--- src/rtl/pfc_pwm_defs.vh ---
// constants for the dual-slope phase and frequency correct pwm timer
`ifndef PFC_PWM_DEFS_VH
`define PFC_PWM_DEFS_VH
`define MODE_PFC_CAPTURE_TOP 4'h8
`define MODE_PFC_COMPARE_TOP 4'h9
`define ACT_OFF 2'h0
`define ACT_TOGGLE 2'h1
`define ACT_NONINV 2'h2
`define ACT_INV 2'h3
`define PRESC_STOP 3'h0
`define PRESC_DIV1 3'h1
`define PRESC_DIV8 3'h2
`define PRESC_DIV64 3'h3
`define PRESC_DIV256 3'h4
`define PRESC_DIV1024 3'h5
`define DIV8_LAST 10'h007
`define DIV64_LAST 10'h03f
`define DIV256_LAST 10'h0ff
`define DIV1024_LAST 10'h3ff
`define COUNT_BOTTOM 16'h0000
`define COUNT_RESET 16'h0000
`define COMPARE_RESET 16'h0000
`endif

--- src/rtl/pfc_pwm_timer16.v ---
// phase and frequency correct dual-slope 16-bit pwm timer
`timescale 1ns/1ps
`include "pfc_pwm_defs.vh"
module pfc_pwm_timer16 (
    input wire sys_clk, // 125 mhz i/o clock
    input wire resetn, // async reset, active low
    input wire [3:0] waveform_mode_sel, // waveform mode code
    input wire [2:0] clock_select, // prescaler select
    input wire [1:0] out_action_a, // output action, channel a
    input wire [1:0] out_action_b, // output action, channel b
    input wire [15:0] compare_buf_a, // software compare a value
    input wire [15:0] compare_buf_b, // software compare b value
    input wire [15:0] capture_value_reg, // capture value register
    input wire pin_dir_out_a, // pin a direction is output
    input wire pin_dir_out_b, // pin b direction is output
    input wire port_data_a, // normal port level, pin a
    input wire port_data_b, // normal port level, pin b
    input wire clear_match_flag_a, // clear pulse for match flag a
    input wire clear_match_flag_b, // clear pulse for match flag b
    input wire clear_overflow_flag, // clear pulse for overflow flag
    input wire clear_capture_flag, // clear pulse for capture flag
    output wire [15:0] counter_value, // current count
    output wire [15:0] compare_value_a, // active compare a
    output wire [15:0] compare_value_b, // active compare b
    output wire match_flag_a, // sticky match flag a
    output wire match_flag_b, // sticky match flag b
    output wire overflow_flag, // sticky overflow flag
    output wire capture_flag, // sticky capture flag
    output wire count_down, // counting direction, high when down
    output wire wave_out_a, // internal waveform a
    output wire wave_out_b, // internal waveform b
    output wire pin_out_a, // pin a level
    output wire pin_oe_n_a, // pin a driver enable, low drives
    output wire pin_out_b, // pin b level
    output wire pin_oe_n_b // pin b driver enable, low drives
);
    reg [9:0] presc_ff;
    reg [15:0] cnt_ff, cmp_a_ff, cmp_b_ff;
    reg down_ff, wave_a_ff, wave_b_ff;
    reg mflag_a_ff, mflag_b_ff, ovf_ff, cap_ff;
    reg [15:0] nxt_cnt;
    reg nxt_down, nxt_wave_a, nxt_wave_b;
    reg timer_tick;

    wire pfc_mode = (waveform_mode_sel == `MODE_PFC_CAPTURE_TOP) ||
                    (waveform_mode_sel == `MODE_PFC_COMPARE_TOP);
    wire top_from_a = (waveform_mode_sel == `MODE_PFC_COMPARE_TOP);
    wire [15:0] top_value = top_from_a ? cmp_a_ff : capture_value_reg;
    wire at_top = (cnt_ff == top_value);
    wire at_bottom = (cnt_ff == `COUNT_BOTTOM);
    // equality only; a compare above top simply never matches
    wire match_a = (cnt_ff == cmp_a_ff);
    wire match_b = (cnt_ff == cmp_b_ff);
    wire run = pfc_mode && timer_tick;

    // free-running divider; tick is an enable, not a clock
    always @(posedge sys_clk or negedge resetn) begin
        if (!resetn)
            presc_ff <= 10'h000;
        else
            presc_ff <= presc_ff + 10'h001;
    end

    // true when every bit selected by the mask is set
    function low_bits_full;
        input [9:0] value;
        input [9:0] mask;
        begin
            low_bits_full = ((value & mask) == mask);
        end
    endfunction

    always @* begin
        case (clock_select)
            `PRESC_DIV1: timer_tick = 1'b1;
            `PRESC_DIV8: timer_tick = low_bits_full(presc_ff, `DIV8_LAST);
            `PRESC_DIV64: timer_tick = low_bits_full(presc_ff, `DIV64_LAST);
            `PRESC_DIV256: timer_tick = low_bits_full(presc_ff, `DIV256_LAST);
            `PRESC_DIV1024: timer_tick = low_bits_full(presc_ff, `DIV1024_LAST);
            default: timer_tick = 1'b0;
        endcase
    end

    // pwm level rule: clear on up-match, set on down-match (non-inverting)
    function pwm_next;
        input [1:0] act;
        input cur;
        input hit;
        input dn;
        begin
            pwm_next = cur;
            if (hit) begin
                case (act)
                    `ACT_NONINV: pwm_next = dn;
                    `ACT_INV: pwm_next = ~dn;
                    default: pwm_next = cur;
                endcase
            end
        end
    endfunction

    always @* begin
        nxt_cnt = cnt_ff;
        nxt_down = down_ff;
        nxt_wave_a = wave_a_ff;
        nxt_wave_b = wave_b_ff;
        if (run) begin
            // direction flips while sitting at top, so top lasts one tick
            if (!down_ff && at_top) begin
                nxt_down = 1'b1;
                nxt_cnt = cnt_ff - 16'h0001;
            end else if (down_ff && at_bottom) begin
                nxt_down = 1'b0;
                nxt_cnt = cnt_ff + 16'h0001;
            end else if (down_ff) begin
                nxt_cnt = cnt_ff - 16'h0001;
            end else begin
                nxt_cnt = cnt_ff + 16'h0001;
            end
            // a match takes the slope that follows it: top as down, bottom as up,
            // which gives steady low at compare 0 and steady high at top
            if (out_action_a == `ACT_TOGGLE && top_from_a) begin
                if (match_a)
                    nxt_wave_a = ~wave_a_ff;
            end else begin
                nxt_wave_a = pwm_next(out_action_a, wave_a_ff, match_a,
                                      nxt_down);
            end
            nxt_wave_b = pwm_next(out_action_b, wave_b_ff, match_b,
                                  nxt_down);
        end
    end

    always @(posedge sys_clk or negedge resetn) begin
        if (!resetn) begin
            cnt_ff <= `COUNT_RESET;
            down_ff <= 1'b0;
            cmp_a_ff <= `COMPARE_RESET;
            cmp_b_ff <= `COMPARE_RESET;
            wave_a_ff <= 1'b0;
            wave_b_ff <= 1'b0;
        end else begin
            cnt_ff <= nxt_cnt;
            down_ff <= nxt_down;
            wave_a_ff <= nxt_wave_a;
            wave_b_ff <= nxt_wave_b;
            // reloading only at bottom keeps both slopes equal
            if (run && at_bottom) begin
                cmp_a_ff <= compare_buf_a;
                cmp_b_ff <= compare_buf_b;
            end
        end
    end

    // flags: a hardware set beats a same-cycle software clear
    always @(posedge sys_clk or negedge resetn) begin
        if (!resetn) begin
            mflag_a_ff <= 1'b0;
            mflag_b_ff <= 1'b0;
            ovf_ff <= 1'b0;
            cap_ff <= 1'b0;
        end else begin
            if (run && match_a)
                mflag_a_ff <= 1'b1;
            else if (clear_match_flag_a)
                mflag_a_ff <= 1'b0;
            if (run && match_b)
                mflag_b_ff <= 1'b1;
            else if (clear_match_flag_b)
                mflag_b_ff <= 1'b0;
            if (run && at_bottom)
                ovf_ff <= 1'b1;
            else if (clear_overflow_flag)
                ovf_ff <= 1'b0;
            if (run && at_top && !top_from_a)
                cap_ff <= 1'b1;
            else if (clear_capture_flag)
                cap_ff <= 1'b0;
        end
    end

    // channel b has no toggle; action 1 leaves it on the port
    wire conn_a = (out_action_a != `ACT_OFF) &&
                  (out_action_a != `ACT_TOGGLE || top_from_a);
    wire conn_b = (out_action_b == `ACT_NONINV) || (out_action_b == `ACT_INV);

    assign pin_out_a = conn_a ? wave_a_ff : port_data_a;
    assign pin_out_b = conn_b ? wave_b_ff : port_data_b;
    assign pin_oe_n_a = ~pin_dir_out_a;
    assign pin_oe_n_b = ~pin_dir_out_b;

    assign counter_value = cnt_ff;
    assign compare_value_a = cmp_a_ff;
    assign compare_value_b = cmp_b_ff;
    assign match_flag_a = mflag_a_ff;
    assign match_flag_b = mflag_b_ff;
    assign overflow_flag = ovf_ff;
    assign capture_flag = cap_ff;
    assign count_down = down_ff;
    assign wave_out_a = wave_a_ff;
    assign wave_out_b = wave_b_ff;
endmodule

--- config.mk ---
export PLATFORM = sky130hd
export DESIGN_NAME = pfc_pwm_timer16
export DESIGN_NICKNAME = d
export VERILOG_FILES = /design/src/rtl/pfc_pwm_timer16.v
export VERILOG_INCLUDE_DIRS = /design/src /design/src/rtl
export SDC_FILE = /design/constraint.sdc
export NUM_CORES = 1
export LEC_CHECK = 0
export ABC_AREA = 1
export BUFFER_PORTS_ARGS = -buffer_cell sky130_fd_sc_hd__buf_2
export CAP_MARGIN = 30
export CORE_AREA = 3 3 119 121
export CTS_BUF_LIST = sky130_fd_sc_hd__clkbuf_2
export CTS_CLUSTER_SIZE = 8
export DETAILED_ROUTE_END_ITERATION = 12
export DIE_AREA = 0 0 122 124
export HOLD_SLACK_MARGIN = 0.03
export PLACE_DENSITY = 0.54
export SLEW_MARGIN = 20
export SYNTH_ARGS = -nofsm -noshare
export SYNTH_HDL_FRONTEND = slang
export SYNTH_SLANG_ARGS = --single-unit
--- constraint.sdc ---
create_clock -name sys_clk -period 5.6 [get_ports sys_clk]
set_input_delay 1.12 -clock sys_clk [delete_from_list [all_inputs] [get_ports sys_clk]]
set_output_delay 1.12 -clock sys_clk [all_outputs]
set_load 0.03 [all_outputs]
* Word-level counts from Yosys, hierarchy flattened
Cells that the tools add are included.
Cells by class: $add $sub $neg 3, equal/unequal tests 20, muxes and demuxes 23, bitwise gates (word level) 4, reductions and logical operators 25
Operators with widths (number):
- 16-bit two-way mux | 4
- 16-bit == test | 3
- 16-bit by 1-bit adder with 16-bit output (second input constant) | 1
- 16-bit logical NOT | 1
- 1-bit two-way mux | 16
- 16-bit by 1-bit subtractor with 16-bit output (second input constant) | 1
- 2-bit nonzero test | 6
- 10-bit by 1-bit adder with 10-bit output (second input constant) | 1
- 10-bit == test (second input constant) | 1
- 1-bit logical AND | 10
- 3-bit == test (second input constant) | 3
- 2-bit == test (second input constant) | 4
- 4-bit == test (second input constant) | 2
- 8-bit == test (second input constant) | 1
- 3-bit by 2-bit == test with 1-bit output (second input constant) | 2
- 6-bit == test (second input constant) | 1
- 3-bit AND reduction | 2
- 1-bit one-hot mux with 5 select lines | 1
- 1-bit NOT | 4
- 1-bit one-hot mux with 2 select lines | 2
- 3-bit by 1-bit == test with 1-bit output (second input constant) | 1
- 1-bit logical OR | 3
- 3-bit nonzero test | 1
- 2-bit by 1-bit == test with 1-bit output (second input constant) | 1
- 2 further kinds | 3
Word-level totals: bits in registers 65, output and inout port bits 59, word-level logic and storage cells 86

* Depth between registers and ports, before layout
Gate-level depths: netlist of run 1.
depth after elaboration 10, depth in mapped cells 16, gate-level depth less buffers 16

* Worst setup path before layout of run 1
OpenSTA, ideal clock, no wires.
kind in2out, start input port waveform_mode_sel[0], end output port pin_out_a, arrival time 2.209 ns, data required time 4.480 ns, path slack 2.271 ns, cell stages on the path 7, cell sequence inv_1 > nor2_4 > buf_6 > nand3_1 > nand2_1 > nor2_1 > a21oi_1
On the way: longest elaborated chain between the ends 4
RTL lines:
- start, declared | RTL line pfc_pwm_timer16.v:7 | input wire [3:0] waveform_mode_sel,
- 4-bit == test (no source line)
- 1-bit logical OR | RTL line pfc_pwm_timer16.v:184 | (out_action_a != `ACT_TOGGLE || top_from_a);
- 1-bit logical AND | RTL line pfc_pwm_timer16.v:183 | wire conn_a = (out_action_a != `ACT_OFF) &&
- 1-bit two-way mux | RTL line pfc_pwm_timer16.v:187 | assign pin_out_a = conn_a ? wave_a_ff : port_data_a;
- end, declared | RTL line pfc_pwm_timer16.v:32 | output wire pin_out_a,
No other way between the ends.

* Worst setup path in the final report of run 1
start input port waveform_mode_sel[1], end output port pin_out_a
Same word-level chain as after synthesis.

==> impl_metrics.py, run 1 <==
metrics = {
    "worst_setup_path": {
        "crit_type": "in -> out",
        "max_stage_delay_ns": 0.38,
        "crit_chain": "buf_2 > nor2_4 > nand3_1 > nand2_1 > nor2_1 > a21oi_1 > buf_2",
        "endpoint_kind": "primary output",
        "path_max_fanout": 18,
        "arrival_ns": 2.29,
        "critPathMostFrequentCell": "buf_2",
        "required_ns": 4.48,
        "slowest_stage": "nor2_4",
        "worst_setup_path_start_kind": "input pin",
    },
    "floorplan": {
        "die_area_um2": 15100,
        "die_y_um": 124,
        "die_x_um": 122,
        "rows": 42,
        "start_util_pct": 34.8,
        "io_pins": 128,
        "core_area_um2": 13200,
    },
    "logic_synthesis": {
        "ys_warn_count": 0,
        "synth-edff-count": 0,
        "synth_fp_nets": 666,
        "avgSynthCellArea_um2": 7.75,
        "synthDistinctLibCells": 36,
        "async_reset_ff_share_pct": 100,
        "synthFlopType": "dfrtp_1",
        "ys_seq_elements": 65,
        "syn_area_um2": 4590,
        "yosysSeqAreaShare_pct": 35.5,
        "synth_cells": 592,
    },
    "final_layout": {
        "fillerInstances": 1373,
        "fin_area_um2": 5390,
        "antenna_cells": 0,
        "layout-drive-gt1-share_pct": 26.9,
        "final_core_util_pct": 40.8,
        "stdcell_count": 885,
        "syn_to_final_growth_pct": 17.5,
        "final-seq-area_um2": 1630,
        "final_nets": 778,
        "multi_input_area_um2": 2570,
    },
    "global_route": {
        "grt_pass1_wl_um": 21200,
        "grtUsageTotal_pct": 18.1,
        "grt_max_degree": 66,
        "grt_overflow": 0,
        "antenna_found_initial": 1,
        "grt_pass1_vias": 4201,
    },
    "placed_design": {
        "place.gp.congestion": 0.862,
        "io_buffer_count": 127,
        "place_inst": 869,
        "place_ws_ns": 2.05,
        "placed_area_um2": 5280,
        "hpwl_um": 10200,
    },
    "clock_network": {
        "insertion_delay_ns": 0.57,
        "cts-buffers-inserted": 9,
        "clkSinkCount": 65,
        "path_clk_slew_ns": 0.18,
        "cts_hold_buf": 0,
        "cts_root_buffer": "clkbuf_2",
        "clk_path_buf_depth": 2,
        "postCtsSetupBuffers": 0,
        "cts_resized": 0,
        "cts_tree": "built",
        "htreeDepth": 3,
    },
    "route": {
        "wire_per_inst_um": 14.9,
        "drtIter0Drc": 295,
        "drtPass1Iterations": 5,
        "ant_nets": 0,
        "viasPerCell": 4.84,
        "num_vias": 4287,
        "route.detailed.drc": 0,
        "totalWireLength_um": 13200,
    },
    "timing": {
        "relSlewSlack_pct": 44.1,
        "setup_viol": 0,
        "worst_pin_slew_ns": 0.839,
        "rsz0062_at_grt": "false",
        "finalHoldViolCount": 0,
        "hold_ws_ns": 0.472,
        "drv_slew": 0,
        "finalCritPeriodShare_pct": 60.9,
        "setup_slack_ns": 2.19,
        "period_needed_ns": 3.41,
        "fin_worst_skew_ns": 0.0329,
        "tns_ns": 0,
        "fmax_ghz": 0.293,
    },
    "run": {
        "cap_viol_max_count": 0,
    },
    "power": {
        "totalPowerFinal_mw": 1.65,
        "ir_drop_uv": 111,
        "p_per_area_nw_per_um2": 306,
        "p_leak_nw": 2.93,
    },
    "hold_path": {
        "hp-class": "reg -> reg",
    },
    "status": {
        "status": "completed",
    },
}
[power breakdown]
group | leakage, nW | switching, mW | internal, mW
Clock | 0.0654 | 0.184 | 0.101
Sequential | 0.864 | 0.146 | 0.509
Combinational | 2.00 | 0.438 | 0.268
Total | 2.93 | 0.767 | 0.879
[path summary, 6_finish.rpt]
check / startpoint / end / slack, ns / cells after the start
max: waveform_mode_sel[1] / pin_out_a / 2.19 / 7
min: presc_ff[0] / presc_ff[0] / 0.47 / 1
max reg2reg: presc_ff[0] / compare_value_b[13] / 2.76 / 9
min reg2reg: presc_ff[0] / presc_ff[0] / 0.47 / 1
max in group asynchronous: resetn / compare_value_a[12] / 4.34 / 2
min in group asynchronous: resetn / capture_flag / 0.70 / 2
[sequential cells by signal, summed over array words and instances, names as in the netlist]
register and count:
match_flag_b 1, presc_ff 10, wave_out_b 1, count_down 1, capture_flag 1, counter_value 16, compare_value_a 16, wave_out_a 1
compare_value_b 16, overflow_flag 1, match_flag_a 1
[metal layers]
| layer | part of all wire (%) | track usage [%] | vias to the layer above |
|---|---|---|---|
| met5 | 0.099 | 0 | - |
| met4 | 1.5 | 5.81 | 2 |
| met3 | 6.2 | 4.36 | 18 |
| met2 | 47 | 29.1 | 135 |
| met1 | 45 | 24.1 | 1992 |
| li1 | - | - | 2140 |
[layout make-up]
cell class	instances	area share [%]
repair buffers	128	11.9
clock buffers	10	0.929
clock inverters	6	1.09
well taps	176	4.09
multi-input cells	443	47.8
inverters	57	3.97
flip-flops and latches	65	30.2
[critical path, delay by kind of cell]
kind	cells	cell delay [ns]
AO/OA/AOI/OAI	1	0.10
buffers and inverters	2	0.33
AND/OR/NAND/NOR	4	0.75
[layout by cell type (no fill, tap or decap), drive strengths merged, types with 17 or more instances in the layout]
cell / synthesis / routed
buf: 19 / 128
dfrtp: 65 / 65
inv: 55 / 55
mux2: 32 / 32
nand2: 145 / 145
nand3: 76 / 76
nor2: 54 / 54
o21ai: 17 / 17
xnor2: 27 / 27
xor2: 31 / 31
[cells by family (layout without fill, tap and decap cells)]
logic type	after synthesis	after routing	synth area share, %
buffers and inverters	84	201	8.40
muxes	32	32	7.86
xor gates and xnor gates	58	58	11.1
DFF	65	65	35.5
and+or+nand+nor	312	312	31.6
AOI/OAI and AO/OA	36	36	4.28
adders and majority gates	5	5	1.36
[cells in the mapped netlist, types with 6 or more instances]
| master | number | area, µm² |
|---|---|---|
| buf_2 | 10 | 50.1 |
| nand3b_1 | 11 | 82.6 |
| nand2_1 | 140 | 526 |
| mux2_2 | 26 | 293 |
| dfrtp_1 | 65 | 1630 |
| nor3_1 | 10 | 50.1 |
| xnor2_1 | 27 | 236 |
| buf_6 | 6 | 67.6 |
| nand4_1 | 9 | 56.3 |
| a21oi_1 | 11 | 55.1 |
| mux2_1 | 6 | 67.6 |
| inv_1 | 53 | 199 |
| nand3_1 | 71 | 355 |
| xor2_1 | 31 | 272 |
| o21ai_0 | 13 | 65.1 |
| clkbuf_1 | 7 | 26.3 |
| nor2_1 | 49 | 184 |
(Power assumes the default switching activity.)
==> run 2, diff against run 1 <==
Settings changed: PLACE_DENSITY 0.54 to 0.56.
Clock period 5.6 ns to 2.94 ns, I/O delays scaled along.
==> impl_metrics.py, run 2 (synthesis results as in run 1) <==
metrics = {
    "final_layout": {
        "stdcell_count": 893,
        "layout_common_cells": "140 x nand2_1, 127 x buf_2, 71 x nand3_1",
        "fillerInstances": 1380,
        "layout-drive-gt1-share_pct": 27.7,
        "final_common_cell": "nand2_1",
        "final_nets": 786,
        "final_core_util_pct": 41.5,
        "fin_area_um2": 5480,
        "syn_to_final_growth_pct": 19.4,
    },
    "placed_design": {
        "place_inst": 876,
        "hpwl_um": 10800,
        "io_buffer_count": 127,
        "place_ws_ns": 0.466,
        "placed_area_um2": 5330,
        "place.gp.congestion": 0.887,
    },
    "clock_network": {
        "path_clk_slew_ns": 0.19,
        "cts_root_buffer": "clkbuf_2",
        "htreeDepth": 3,
        "cts_resized": 0,
        "insertion_delay_ns": 0.57,
        "cts_tree": "built",
        "clk_path_buf_depth": 2,
        "clkSinkCount": 65,
        "cts-buffers-inserted": 9,
    },
    "timing": {
        "drv_slew": 0,
        "fin_worst_skew_ns": 0.0214,
        "hold_ws_ns": 0.189,
        "setup_slack_ns": 0.585,
        "rsz0062_at_grt": "false",
        "relSlewSlack_pct": 53.0,
        "finalCritPeriodShare_pct": 80.1,
        "worst_pin_slew_ns": 0.705,
        "setup_viol": 0,
        "tns_ns": 0,
        "finalHoldViolCount": 0,
        "period_needed_ns": 2.36,
        "fmax_ghz": 0.425,
    },
    "worst_setup_path": {
        "endpoint_kind": "primary output",
        "arrival_ns": 1.77,
        "worst_setup_path_start_kind": "input pin",
        "path_max_fanout": 13,
        "crit_type": "in -> out",
        "required_ns": 2.35,
    },
    "power": {
        "power_frac_seq_pct": 38.1,
        "comb_power_share_pct": 42.7,
        "p_switching_mw": 1.47,
        "p_leak_nw": 2.98,
        "p_int_mw": 1.78,
        "totalPowerFinal_mw": 3.25,
        "p_per_area_nw_per_um2": 594,
        "swShare_pct": 45.2,
        "ir_drop_uv": 225,
        "pwr-share-clk_pct": 19.2,
    },
    "global_route": {
        "grtUsageTotal_pct": 19.0,
        "grt_pass1_wl_um": 22100,
        "antenna_found_initial": 1,
        "grt_overflow": 0,
        "grt_max_degree": 34,
        "grt_pass1_vias": 4281,
    },
    "route": {
        "ant_nets": 0,
        "totalWireLength_um": 13600,
        "num_vias": 4321,
        "drtIter0Drc": 263,
        "viasPerCell": 4.84,
        "drtPass1Iterations": 4,
        "route.detailed.drc": 0,
        "wire_per_inst_um": 15.3,
    },
    "floorplan": {
        "die_x_um": 122,
        "rows": 42,
        "io_pins": 128,
        "core_area_um2": 13200,
        "die_area_um2": 15100,
        "die_y_um": 124,
        "start_util_pct": 34.8,
    },
    "hold_path": {
        "hp-class": "in -> reg",
    },
    "status": {
        "status": "completed",
    },
    "run": {
        "cap_viol_max_count": 0,
    },
}
==> run 2: changes by cell type in the layout (fill, tap and decap cells not counted), sizes merged <==
cell and change:
bufinv +1, clkinv -1, clkinvlp -1, diode +1, dlygate4sd3 +1, buf +7
==> run 2: power by group through the flow <==
stage | clock network, mW | registers, mW | logic [mW]
floorplan | 0 | 1.21 | 1.04
global placement | 0 | 1.25 | 1.38
detailed placement | 0 | 1.26 | 1.39
CTS | 0.650 | 1.24 | 1.40
global route | 0.686 | 1.27 | 1.59
finish | 0.625 | 1.24 | 1.39
==> run 2: layout make-up <==
| cell class | count | area (µm²) | area share, % |
|---|---|---|---|
| Antenna cell | 1 | 2.50 | 0.0457 |
| Clock buffer | 10 | 50.0 | 0.914 |
| Clock inverter | 5 | 81.3 | 1.49 |
| Inverter | 57 | 214 | 3.91 |
| Multi-Input combinational cell | 443 | 2570 | 47.0 |
| Sequential cell | 65 | 1630 | 29.7 |
| Tap cell | 176 | 220 | 4.02 |
| Timing Repair Buffer | 136 | 706 | 12.9 |
==> run 2: timing repair <==
| action | CTS | global route |
|---|---|---|
| hold buffers | 1 | 0 |
| endpoints found under the hold margin | 14 | 0 |
| setup endpoints to repair | 0 | 0 |
| setup buffers | 0 | 0 |
==> run 2: metal layers <==
layer	wire length, µm	up-vias	global-route usage [%]	part of all wire (%)
li1	-	2158	-	-
met1	6250	2047	25.4	46
met2	6510	104	30.9	48
met3	705	12	4.36	5.2
met4	185	0	5.74	1.4
met5	0	-	0	0
==> run 2: worst max-delay path, cell delays in order <==
cell and delay (ns):
buf_2 0.11, nor2_4 0.20, buf_4 0.23, nand3_1 0.12
nand2_1 0.13, nor2_1 0.05, a21oi_1 0.11, buf_2 0.21
==> run 2: path summary, 6_finish.rpt <==
path / from / endpoint / slack (ns) / depth (start not counted)
worst max-delay path: waveform_mode_sel[2] / pin_out_a / 0.58 / 8
worst min-delay path: clear_overflow_flag / overflow_flag / 0.19 / 2
worst max register to register: presc_ff[0] / wave_out_a / 0.63 / 13
worst min register to register: presc_ff[0] / presc_ff[0] / 0.46 / 1
max in group asynchronous: resetn / counter_value[7] / 1.53 / 3
min in group asynchronous: resetn / compare_value_a[0] / 0.59 / 2
